## config.mk

```make
export PLATFORM = sky130hd
export DESIGN_NAME = rlc_top
export DESIGN_NICKNAME = d
export VERILOG_FILES = /design/src/include/rlc_pkg.sv /design/src/include/rlc_cmd_if.sv /design/src/logic/rlc_cmd_decode.sv /design/src/logic/rlc_top.sv
export SDC_FILE = /design/constraint.sdc
export NUM_CORES = 1
export LEC_CHECK = 0
export BUFFER_PORTS_ARGS = -buffer_cell sky130_fd_sc_hd__buf_2
export CORE_MARGIN = 2
export CORE_UTILIZATION = 49
export DETAILED_ROUTE_END_ITERATION = 6
export GPL_TIMING_DRIVEN = 0
export PLACE_DENSITY = 0.89
export SYNTH_ARGS = -nofsm -noshare
export SYNTH_HDL_FRONTEND = slang
export SYNTH_HIERARCHICAL = 1
export SYNTH_SLANG_ARGS = --single-unit
```

## constraint.sdc

```tcl
create_clock -name clk -period 2.9 [get_ports clk]
set_clock_uncertainty 0.1 [all_clocks]
set_input_delay 0.58 -clock clk [delete_from_list [all_inputs] [get_ports clk]]
set_output_delay 0.58 -clock clk [all_outputs]
set_load 0.01 [all_outputs]
```

## src/include/rlc_pkg.sv

```systemverilog
/*
 * Constants, encodings and types of the remote/local bus control block.
 * Assumes one 25 MHz instrument clock and an 8-bit register address.
 */
package rlc_pkg;

    // ****************************************
    // Register map
    // ****************************************
    localparam logic [7:0] REG_CFG = 8'h00;
    localparam logic [7:0] REG_STAT = 8'h04;
    localparam logic [7:0] REG_CTRL = 8'h08;

    localparam int CFG_ADDR_LSB = 0;
    localparam int CFG_TRIG_LSB = 8;
    localparam int CFG_BUS_SEL_BIT = 12;
    localparam int CFG_SRE_MAV_BIT = 13;
    localparam int CTRL_MAV_SET_BIT = 0;
    localparam int CTRL_MAV_CLR_BIT = 1;
    localparam int CTRL_CLR_ACK_BIT = 2;

    // ****************************************
    // Reset values, address limit and trigger modes
    // ****************************************
    localparam logic [4:0] ADDR_DEFAULT = 5'h04;
    localparam logic [4:0] ADDR_MAX = 5'h1e;
    localparam logic [1:0] TRIG_CONT = 2'h0;
    localparam logic [1:0] TRIG_GATE = 2'h1;
    localparam logic [1:0] TRIG_TRIG = 2'h2;
    localparam logic [1:0] TRIG_RESET = 2'h0;
    localparam logic [12:0] PINS_IDLE = 13'h1fe7;

    // ****************************************
    // Interface message codes (seven bits)
    // ****************************************
    localparam logic [6:0] CMD_GTL = 7'h01;
    localparam logic [6:0] CMD_SDC = 7'h04;
    localparam logic [6:0] CMD_GET = 7'h08;
    localparam logic [6:0] CMD_LLO = 7'h11;
    localparam logic [6:0] CMD_DCL = 7'h14;
    localparam logic [6:0] CMD_SPE = 7'h18;
    localparam logic [6:0] CMD_SPD = 7'h19;
    localparam logic [6:0] CMD_LAG = 7'h20;
    localparam logic [6:0] CMD_TAG = 7'h40;
    localparam logic [6:0] CMD_UNL = 7'h3f;
    localparam logic [6:0] CMD_UNT = 7'h5f;

    // ****************************************
    // State types
    // ****************************************
    typedef enum logic [1:0] {RL_LOCAL, RL_REMOTE, RL_LOCKOUT} rlc_mode_type;
    typedef enum logic [1:0] {AH_READY, AH_HOLD, AH_DONE} rlc_ah_type;

endpackage

```

## src/include/rlc_cmd_if.sv

```systemverilog
/*
 * Carrier between the top and the interface message decoder.
 * Assumes the byte is already synchronised and in positive logic.
 */
interface rlc_cmd_if;
    logic [7:0] cmd_byte;
    logic [4:0] my_addr;
    logic is_mla;
    logic is_mta;
    logic is_ota;
    logic is_unl;
    logic is_unt;
    logic is_gtl;
    logic is_sdc;
    logic is_get;
    logic is_llo;
    logic is_dcl;
    logic is_spe;
    logic is_spd;
    modport dec (input cmd_byte, my_addr, output is_mla, is_mta, is_ota, is_unl, is_unt,
        is_gtl, is_sdc, is_get, is_llo, is_dcl, is_spe, is_spd);
    modport ctl (output cmd_byte, my_addr, input is_mla, is_mta, is_ota, is_unl, is_unt,
        is_gtl, is_sdc, is_get, is_llo, is_dcl, is_spe, is_spd);
endinterface

```

## src/logic/rlc_cmd_decode.sv

```systemverilog
/*
 * Combinational decoder of interface message bytes sent under ATN.
 * Assumes the caller qualifies every flag with ATN and a taken byte.
 */
module rlc_cmd_decode (
    rlc_cmd_if.dec cmd
);
    import rlc_pkg::*;

    // ****************************************
    // Match helper
    // ****************************************
    function automatic logic code_is(input logic [7:0] b, input logic [6:0] code);
        code_is = (b[6:0] == code);
    endfunction

    // ****************************************
    // Decode
    // ****************************************
    wire [6:0] lag_code = CMD_LAG | {2'h0, cmd.my_addr};
    wire [6:0] tag_code = CMD_TAG | {2'h0, cmd.my_addr};
    wire any_tag = (cmd.cmd_byte[6:5] == 2'h2) && !code_is(cmd.cmd_byte, CMD_UNT);

    assign cmd.is_mla = code_is(cmd.cmd_byte, lag_code);
    assign cmd.is_mta = code_is(cmd.cmd_byte, tag_code);
    assign cmd.is_ota = any_tag && !cmd.is_mta;
    assign cmd.is_unl = code_is(cmd.cmd_byte, CMD_UNL);
    assign cmd.is_unt = code_is(cmd.cmd_byte, CMD_UNT);
    assign cmd.is_gtl = code_is(cmd.cmd_byte, CMD_GTL);
    assign cmd.is_sdc = code_is(cmd.cmd_byte, CMD_SDC);
    assign cmd.is_get = code_is(cmd.cmd_byte, CMD_GET);
    assign cmd.is_llo = code_is(cmd.cmd_byte, CMD_LLO);
    assign cmd.is_dcl = code_is(cmd.cmd_byte, CMD_DCL);
    assign cmd.is_spe = code_is(cmd.cmd_byte, CMD_SPE);
    assign cmd.is_spd = code_is(cmd.cmd_byte, CMD_SPD);

endmodule

```

## src/logic/rlc_top.sv

```systemverilog
/*
 * Remote/local mode control and interface message responses.
 * Assumes bus pins arrive asynchronously, serial byte and trigger
 * acknowledge come from logic on clk, and the board resolves
 * the open-drain NRFD/NDAC wires from the enables.
 */
// Chosen here: the register addresses and the address-and-strobe port.
// Functional notes
// - Power-on reset always starts the block in local mode.
// - Remote indicator is off while in local mode.
// - First good serial byte moves local to remote.
// - In remote, panel keys are ignored except the escape key.
// - Remote indicator is on in remote and in lockout.
// - Serial control never reaches lockout; lockout only via bus.
// - Mode changes never reset any function setting.
// - Bus: REN false, escape key or addressed GTL return to local.
// - REN true plus own listen address enters remote.
// - LLO in remote, or remote entry after LLO, gives lockout.
// - Lockout ignores the escape key, else acts like remote.
// - GTL leaves lockout but the lockout memory stays set.
// - Only power-on, REN false or a bus select change clears lockout memory.
// - Talker with serial poll; own listen address unaddresses talker.
// - Listener; own talk address unaddresses listener; handshakes.
// - No parallel poll, extended addressing or controller.
// - One address 0 to 30 for listen and talk, default 4.
// - Addressed GET starts the manual trigger action.
// - GET ignored in continuous or gated trigger.
// - NDAC held after GET until trigger has started.
// - DCL or addressed SDC aborts I/O, clears buffers and MAV.
// - Device clear turns sweep, burst and modulation off.
// - NDAC held after clear until the processor acknowledges.
// - Summary status bit is recomputed after MAV clears.
module rlc_top (
    input wire logic clk,
    input wire logic rst_b,
    input wire logic [7:0] reg_addr,
    input wire logic [31:0] reg_wdata,
    input wire logic reg_wr,
    input wire logic reg_rd,
    output logic [31:0] reg_rdata,
    input wire logic ren_b,
    input wire logic atn_b,
    input wire logic dav_b,
    input wire logic [7:0] dio_b,
    input wire logic nrfd_in,
    output logic nrfd_out,
    output logic nrfd_oe_b,
    input wire logic ndac_in,
    output logic ndac_out,
    output logic ndac_oe_b,
    input wire logic ser_byte_ok,
    input wire logic escape_menu_key,
    input wire logic manual_trigger_key,
    input wire logic trig_started,
    output logic remote_led,
    output logic panel_keys_enable,
    output logic manual_trigger_start,
    output logic dev_clear,
    output logic func_off,
    output logic [7:0] rx_data,
    output logic rx_valid,
    output logic talker,
    output logic listener,
    output logic spoll,
    output logic mss
);
    import rlc_pkg::*;

    // ****************************************
    // Pin synchronisers
    // ****************************************
    logic [12:0] pins_s1_reg;
    logic [12:0] pins_s2_reg;
    logic [1:0] keys_prev_reg;
    wire [12:0] pins_raw = {dio_b, manual_trigger_key, escape_menu_key, dav_b, atn_b, ren_b};

    always_ff @(posedge clk or negedge rst_b) begin
        if (!rst_b) begin
            pins_s1_reg <= PINS_IDLE;
            pins_s2_reg <= PINS_IDLE;
            keys_prev_reg <= 2'h0;
        end else begin
            pins_s1_reg <= pins_raw;
            pins_s2_reg <= pins_s1_reg;
            keys_prev_reg <= pins_s2_reg[4:3];
        end
    end

    wire ren_true = !pins_s2_reg[0];
    wire atn = !pins_s2_reg[1];
    wire dav = !pins_s2_reg[2];
    wire esc_rise = pins_s2_reg[3] && !keys_prev_reg[0];
    wire mkey_rise = pins_s2_reg[4] && !keys_prev_reg[1];
    wire [7:0] dio = ~pins_s2_reg[12:5];

    // ****************************************
    // Registers
    // ****************************************
    logic [4:0] addr_reg;
    logic [1:0] trig_mode_reg;
    logic bus_sel_reg;
    logic sre_mav_reg;
    logic mav_reg;
    logic [31:0] rdata_reg;

    wire cfg_wr = reg_wr && (reg_addr == REG_CFG);
    wire ctrl_wr = reg_wr && (reg_addr == REG_CTRL);
    wire [4:0] addr_wr = reg_wdata[CFG_ADDR_LSB +: 5];
    wire bus_sel_wr = reg_wdata[CFG_BUS_SEL_BIT];
    wire sel_change = cfg_wr && (bus_sel_wr != bus_sel_reg);
    wire mav_set = ctrl_wr && reg_wdata[CTRL_MAV_SET_BIT];
    wire mav_clr = ctrl_wr && reg_wdata[CTRL_MAV_CLR_BIT];
    wire clr_ack = ctrl_wr && reg_wdata[CTRL_CLR_ACK_BIT];

    always_ff @(posedge clk or negedge rst_b) begin
        if (!rst_b) begin
            addr_reg <= ADDR_DEFAULT;
            trig_mode_reg <= TRIG_RESET;
            bus_sel_reg <= 1'b0;
            sre_mav_reg <= 1'b0;
        end else if (cfg_wr) begin
            if (addr_wr <= ADDR_MAX) begin
                addr_reg <= addr_wr;
            end
            trig_mode_reg <= reg_wdata[CFG_TRIG_LSB +: 2];
            bus_sel_reg <= bus_sel_wr;
            sre_mav_reg <= reg_wdata[CFG_SRE_MAV_BIT];
        end
    end

    // ****************************************
    // Message decode
    // ****************************************
    rlc_cmd_if cmd_bus ();

    assign cmd_bus.cmd_byte = dio;
    assign cmd_bus.my_addr = addr_reg;

    rlc_cmd_decode u_decode (
        .cmd (cmd_bus.dec)
    );

    rlc_ah_type ah_state_reg;
    rlc_mode_type rl_state_reg;
    rlc_mode_type rl_next;
    logic llo_mem_reg;
    logic llo_next;
    logic listener_reg;
    logic talker_reg;
    logic spoll_reg;
    logic wait_trig_reg;
    logic wait_ack_reg;

    wire acc_active = bus_sel_reg && (atn || listener_reg);
    wire take = (ah_state_reg == AH_READY) && acc_active && dav;
    wire cmd_ok = take && atn;
    wire data_ok = take && !atn && listener_reg;
    wire trig_ok = (trig_mode_reg != TRIG_CONT) && (trig_mode_reg != TRIG_GATE);
    wire c_mla = cmd_ok && cmd_bus.is_mla;
    wire c_mta = cmd_ok && cmd_bus.is_mta;
    wire c_ota = cmd_ok && cmd_bus.is_ota;
    wire c_unl = cmd_ok && cmd_bus.is_unl;
    wire c_unt = cmd_ok && cmd_bus.is_unt;
    wire c_llo = cmd_ok && cmd_bus.is_llo;
    wire c_dcl = cmd_ok && cmd_bus.is_dcl;
    wire c_spe = cmd_ok && cmd_bus.is_spe;
    wire c_spd = cmd_ok && cmd_bus.is_spd;
    wire c_gtl = cmd_ok && cmd_bus.is_gtl && listener_reg;
    wire c_sdc = cmd_ok && cmd_bus.is_sdc && listener_reg;
    wire c_get = cmd_ok && cmd_bus.is_get && listener_reg && trig_ok;
    wire clr_evt = c_dcl || c_sdc;
    wire ren_drop = bus_sel_reg && !ren_true;

    // ****************************************
    // Remote/local state
    // ****************************************
    always_comb begin
        rl_next = rl_state_reg;
        llo_next = llo_mem_reg;
        if (ren_drop || sel_change) begin
            rl_next = RL_LOCAL;
            llo_next = 1'b0;
        end else begin
            if (c_llo) begin
                llo_next = 1'b1;
            end
            case (rl_state_reg)
                RL_LOCAL: begin
                    if (!bus_sel_reg && ser_byte_ok) begin
                        rl_next = RL_REMOTE;
                    end else if (c_mla) begin
                        rl_next = (llo_mem_reg || c_llo) ? RL_LOCKOUT : RL_REMOTE;
                    end
                end
                RL_REMOTE: begin
                    if (c_gtl || esc_rise) begin
                        rl_next = RL_LOCAL;
                    end else if (c_llo) begin
                        rl_next = RL_LOCKOUT;
                    end
                end
                RL_LOCKOUT: begin
                    if (c_gtl) begin
                        rl_next = RL_LOCAL;
                    end
                end
                default: begin
                    rl_next = RL_LOCAL;
                end
            endcase
        end
    end

    // Only mode state changes here; settings registers stay untouched
    always_ff @(posedge clk or negedge rst_b) begin
        if (!rst_b) begin
            rl_state_reg <= RL_LOCAL;
            llo_mem_reg <= 1'b0;
            remote_led <= 1'b0;
            panel_keys_enable <= 1'b1;
        end else begin
            rl_state_reg <= rl_next;
            llo_mem_reg <= llo_next;
            remote_led <= (rl_next != RL_LOCAL);
            panel_keys_enable <= (rl_next == RL_LOCAL);
        end
    end

    // ****************************************
    // Talker and listener addressing
    // ****************************************
    always_ff @(posedge clk or negedge rst_b) begin
        if (!rst_b) begin
            listener_reg <= 1'b0;
            talker_reg <= 1'b0;
            spoll_reg <= 1'b0;
        end else if (!bus_sel_reg) begin
            listener_reg <= 1'b0;
            talker_reg <= 1'b0;
            spoll_reg <= 1'b0;
        end else begin
            if (c_mla) begin
                listener_reg <= 1'b1;
            end else if (c_mta || c_unl) begin
                listener_reg <= 1'b0;
            end
            if (c_mta) begin
                talker_reg <= 1'b1;
            end else if (c_mla || c_unt || c_ota) begin
                talker_reg <= 1'b0;
            end
            if (c_spe || c_spd) begin
                spoll_reg <= c_spe;
            end
        end
    end

    assign listener = listener_reg;
    assign talker = talker_reg;
    assign spoll = spoll_reg;

    // ****************************************
    // Acceptor handshake with hold-off
    // ****************************************
    always_ff @(posedge clk or negedge rst_b) begin
        if (!rst_b) begin
            wait_trig_reg <= 1'b0;
            wait_ack_reg <= 1'b0;
        end else begin
            wait_trig_reg <= c_get || (wait_trig_reg && !trig_started);
            wait_ack_reg <= clr_evt || (wait_ack_reg && !clr_ack);
        end
    end

    always_ff @(posedge clk or negedge rst_b) begin
        if (!rst_b) begin
            ah_state_reg <= AH_READY;
            ndac_oe_b <= 1'b1;
            nrfd_oe_b <= 1'b1;
        end else begin
            case (ah_state_reg)
                AH_READY: begin
                    ndac_oe_b <= !acc_active;
                    nrfd_oe_b <= !take;
                    if (take) begin
                        ah_state_reg <= AH_HOLD;
                    end
                end
                AH_HOLD: begin
                    if (!wait_trig_reg && !wait_ack_reg) begin
                        ndac_oe_b <= 1'b1;
                        ah_state_reg <= AH_DONE;
                    end
                end
                AH_DONE: begin
                    if (!dav) begin
                        ndac_oe_b <= !acc_active;
                        nrfd_oe_b <= 1'b1;
                        ah_state_reg <= AH_READY;
                    end
                end
                default: begin
                    ah_state_reg <= AH_READY;
                end
            endcase
        end
    end

    // Open drain: only ever pulls low, enable low while pulling
    assign nrfd_out = 1'b0;
    assign ndac_out = 1'b0;

    // ****************************************
    // Trigger, clear and data outputs
    // ****************************************
    always_ff @(posedge clk or negedge rst_b) begin
        if (!rst_b) begin
            manual_trigger_start <= 1'b0;
            dev_clear <= 1'b0;
            func_off <= 1'b0;
            rx_data <= 8'h00;
            rx_valid <= 1'b0;
        end else begin
            manual_trigger_start <= c_get || (mkey_rise && rl_state_reg == RL_LOCAL);
            dev_clear <= clr_evt;
            func_off <= clr_evt;
            rx_valid <= data_ok;
            if (data_ok) begin
                rx_data <= dio;
            end
        end
    end

    // Set wins over clear for MAV
    always_ff @(posedge clk or negedge rst_b) begin
        if (!rst_b) begin
            mav_reg <= 1'b0;
            mss <= 1'b0;
        end else begin
            mav_reg <= mav_set || (mav_reg && !mav_clr && !clr_evt);
            mss <= sre_mav_reg && (mav_set || (mav_reg && !mav_clr && !clr_evt));
        end
    end

    // ****************************************
    // Register read port
    // ****************************************
    wire [31:0] cfg_word = {18'h0_0000, sre_mav_reg, bus_sel_reg, 2'h0, trig_mode_reg, 3'h0, addr_reg};
    wire [31:0] stat_word = {24'h00_0000, mss, mav_reg, wait_trig_reg || wait_ack_reg,
        listener_reg, talker_reg, llo_mem_reg, rl_state_reg};
    wire [31:0] rd_mux = (reg_addr == REG_CFG) ? cfg_word :
        (reg_addr == REG_STAT) ? stat_word : 32'h0000_0000;

    always_ff @(posedge clk or negedge rst_b) begin
        if (!rst_b) begin
            rdata_reg <= 32'h0000_0000;
        end else begin
            rdata_reg <= reg_rd ? rd_mux : 32'h0000_0000;
        end
    end

    assign reg_rdata = rdata_reg;
endmodule

```

==> results.yml <==
global_routing:
  grt.total_usage: 0.192
  antenna_found_initial: 0
  overflow: 0
  grt_max_degree: 77
  grt-busiest-layer: "met2"
  use_met2: 0.303
  use_met1: 0.247
  grt_pass1_vias: 2225
  grt_pass1_wl_mm: 10.6
  use_met3: 0.0413
power_and_ir_drop:
  p_per_area_mw_per_mm2: 541
  p_leak_nw: 2.01
  ir_worst_vdd_v: 0.000283
  power.total_mw: 2.11
layout:
  antennaDiodeCount: 0
  synthToLayoutAreaGrowth_pct: 22.1
  nets: 432
  final_cells: 453
  fillers: 540
  drive_gt1_frac: 0.396
worst_setup_path:
  cp-end-kind: "flip-flop"
  r2r_slack_ps: 390
  worstPathArrival_ps: 2690
  slowest_stage: "dfstp_2"
  reg2reg_to: "panel_keys_enable"
  rr_worst_depth: 8
  cpPeakStageDelay_ps: 530
  critPathMaxFanout: 7
  worstReg2RegStart: "pins_s2_reg[5]"
  critical_path_required_ps: 3070
  crit_path_start_kind: "flip-flop"
  path_cells: "inv_1 -> buf_6 -> xnor2_1 -> nand2_1 -> nor3_1 -> nor4b_1 -> o21ai_0 -> a31o_1"
  crit_type: "flip-flop to flip-flop"
sta:
  period_minus_slack_ps: 2510
  drv_slew: 0
  finalSetupViolations: 0
  rsz0062_at_grt: "no"
  finalSetupTns_ps: 0
  fin_crit_sh: 0.867
  worst_pin_slew_ps: 889
  finalHoldViolCount: 0
  fmax_ghz: 0.398
  slew_headroom: 0.407
clock_tree:
  clkTransAtPathRegs_ps: 80
  clk_latency_ps: 350
  cts_max_level: 3
  cts_tree: "done"
  cts_setup_buffers: 0
  post_cts_resized: 0
  clock_sinks: 76
  cts_buffer_depth: 2
  clockRootBuffer: "clkbuf_8"
  holdBufCountCts: 0
  cts_made_buffers: 9
outcome:
  status: "finished, final reports clean"
place:
  io_buffer_count: 67
  place_congestion: 0.920
  dpl.hpwl_mm: 4.61
  dp.cells: 437
yosys:
  yosysWarnings: 6
  syn_inst: 272
  syn_area_mm2: 0.00320
  syn_avg_cell_area_um2: 11.8
detailed_routing:
  num_vias: 2285
  drtPass1Iterations: 5
  finalWirelength_mm: 6.37
  vias_per_cell: 5.04
  drtIter0Drc: 221
  postRouteAntennaNets: 0
  drcViolationCount: 0
  wl_per_cell_um: 14.1
worst_hold_path:
  hold_end: "pins_s1_reg[0]"
  hold_start: "ren_b"
  hp-class: "input pin to flip-flop"
  min_path_cells: 1
floorplanning:
  fp.dieArea_mm2: 0.00719
  rows: 29
  initial_core_util: 0.507
  fp.dieH_um: 84.8
  core_mm2: 0.00631
  fp.dieW_um: 84.8
  num_io_pins: 115
job:
  maxCapViolations: 0
layer usage:
layer / part of all wire / wire (µm)
met1: 0.40 / 2550
met2: 0.50 / 3190
met3: 0.075 / 478
met4: 0.024 / 153
met5: 0 / 0
power by group:
group          switching (mW)  internal, mW
combinational           0.101        0.0822
sequential             0.0276          1.12
clock                   0.368         0.417
worst max-delay path, delay by kind of cell (launching register included):
family	cells	cell delay, ps
flops	1	530
buf+inv	2	160
simple gates	3	950
xor+xnor	1	130
compound gates	2	560
stage by stage:
| step | hold WS, ps | setup slack, ps | util | instance area, µm² |
|---|---|---|---|---|
| floorplan | 184 | 821 | - | 3280 |
| global placement | 233 | 608 | 0.587 | 3710 |
| detailed placement | 238 | 526 | 0.588 | 3710 |
| CTS | 207 | 475 | 0.619 | 3910 |
| global route | 201 | 265 | 0.619 | 3910 |
| finish | 227 | 386 | 0.619 | 3910 |
layout by cell type (no fill, tap or decap), types with 10 or more instances in the layout:
master and instances:
buf_2 67, dfrtp_1 50, dfstp_2 26, buf_4 24, conb_1 22, nand2_1 20, o21ai_0 16, inv_1 16
nor2_1 15, clkbuf_8 10
layout make-up:
cell class / count / area (µm²) / share of cell area
Sequential cell: 76 / 1930 / 0.495
Multi-Input combinational cell: 170 / 1050 / 0.270
Timing Repair Buffer: 67 / 338 / 0.0865
Buffer: 31 / 228 / 0.0583
Clock buffer: 11 / 141 / 0.0362
Tap cell: 77 / 96.3 / 0.0247
Inverter: 16 / 60.1 / 0.0154
Clock inverter: 5 / 52.6 / 0.0135
worst max path at each step:
stage,slack [ps],depth (start not counted),endpoint,startpoint
after detailed placement,530,8,panel_keys_enable,pins_s2_reg[5]
after floorplan,820,8,mss,pins_s2_reg[5]
after global routing,270,8,panel_keys_enable,pins_s2_reg[5]
final,390,8,panel_keys_enable,pins_s2_reg[5]
after global placement,610,8,panel_keys_enable,pins_s2_reg[5]
after CTS,470,8,panel_keys_enable,pins_s2_reg[5]
(Power assumes the default switching activity.)
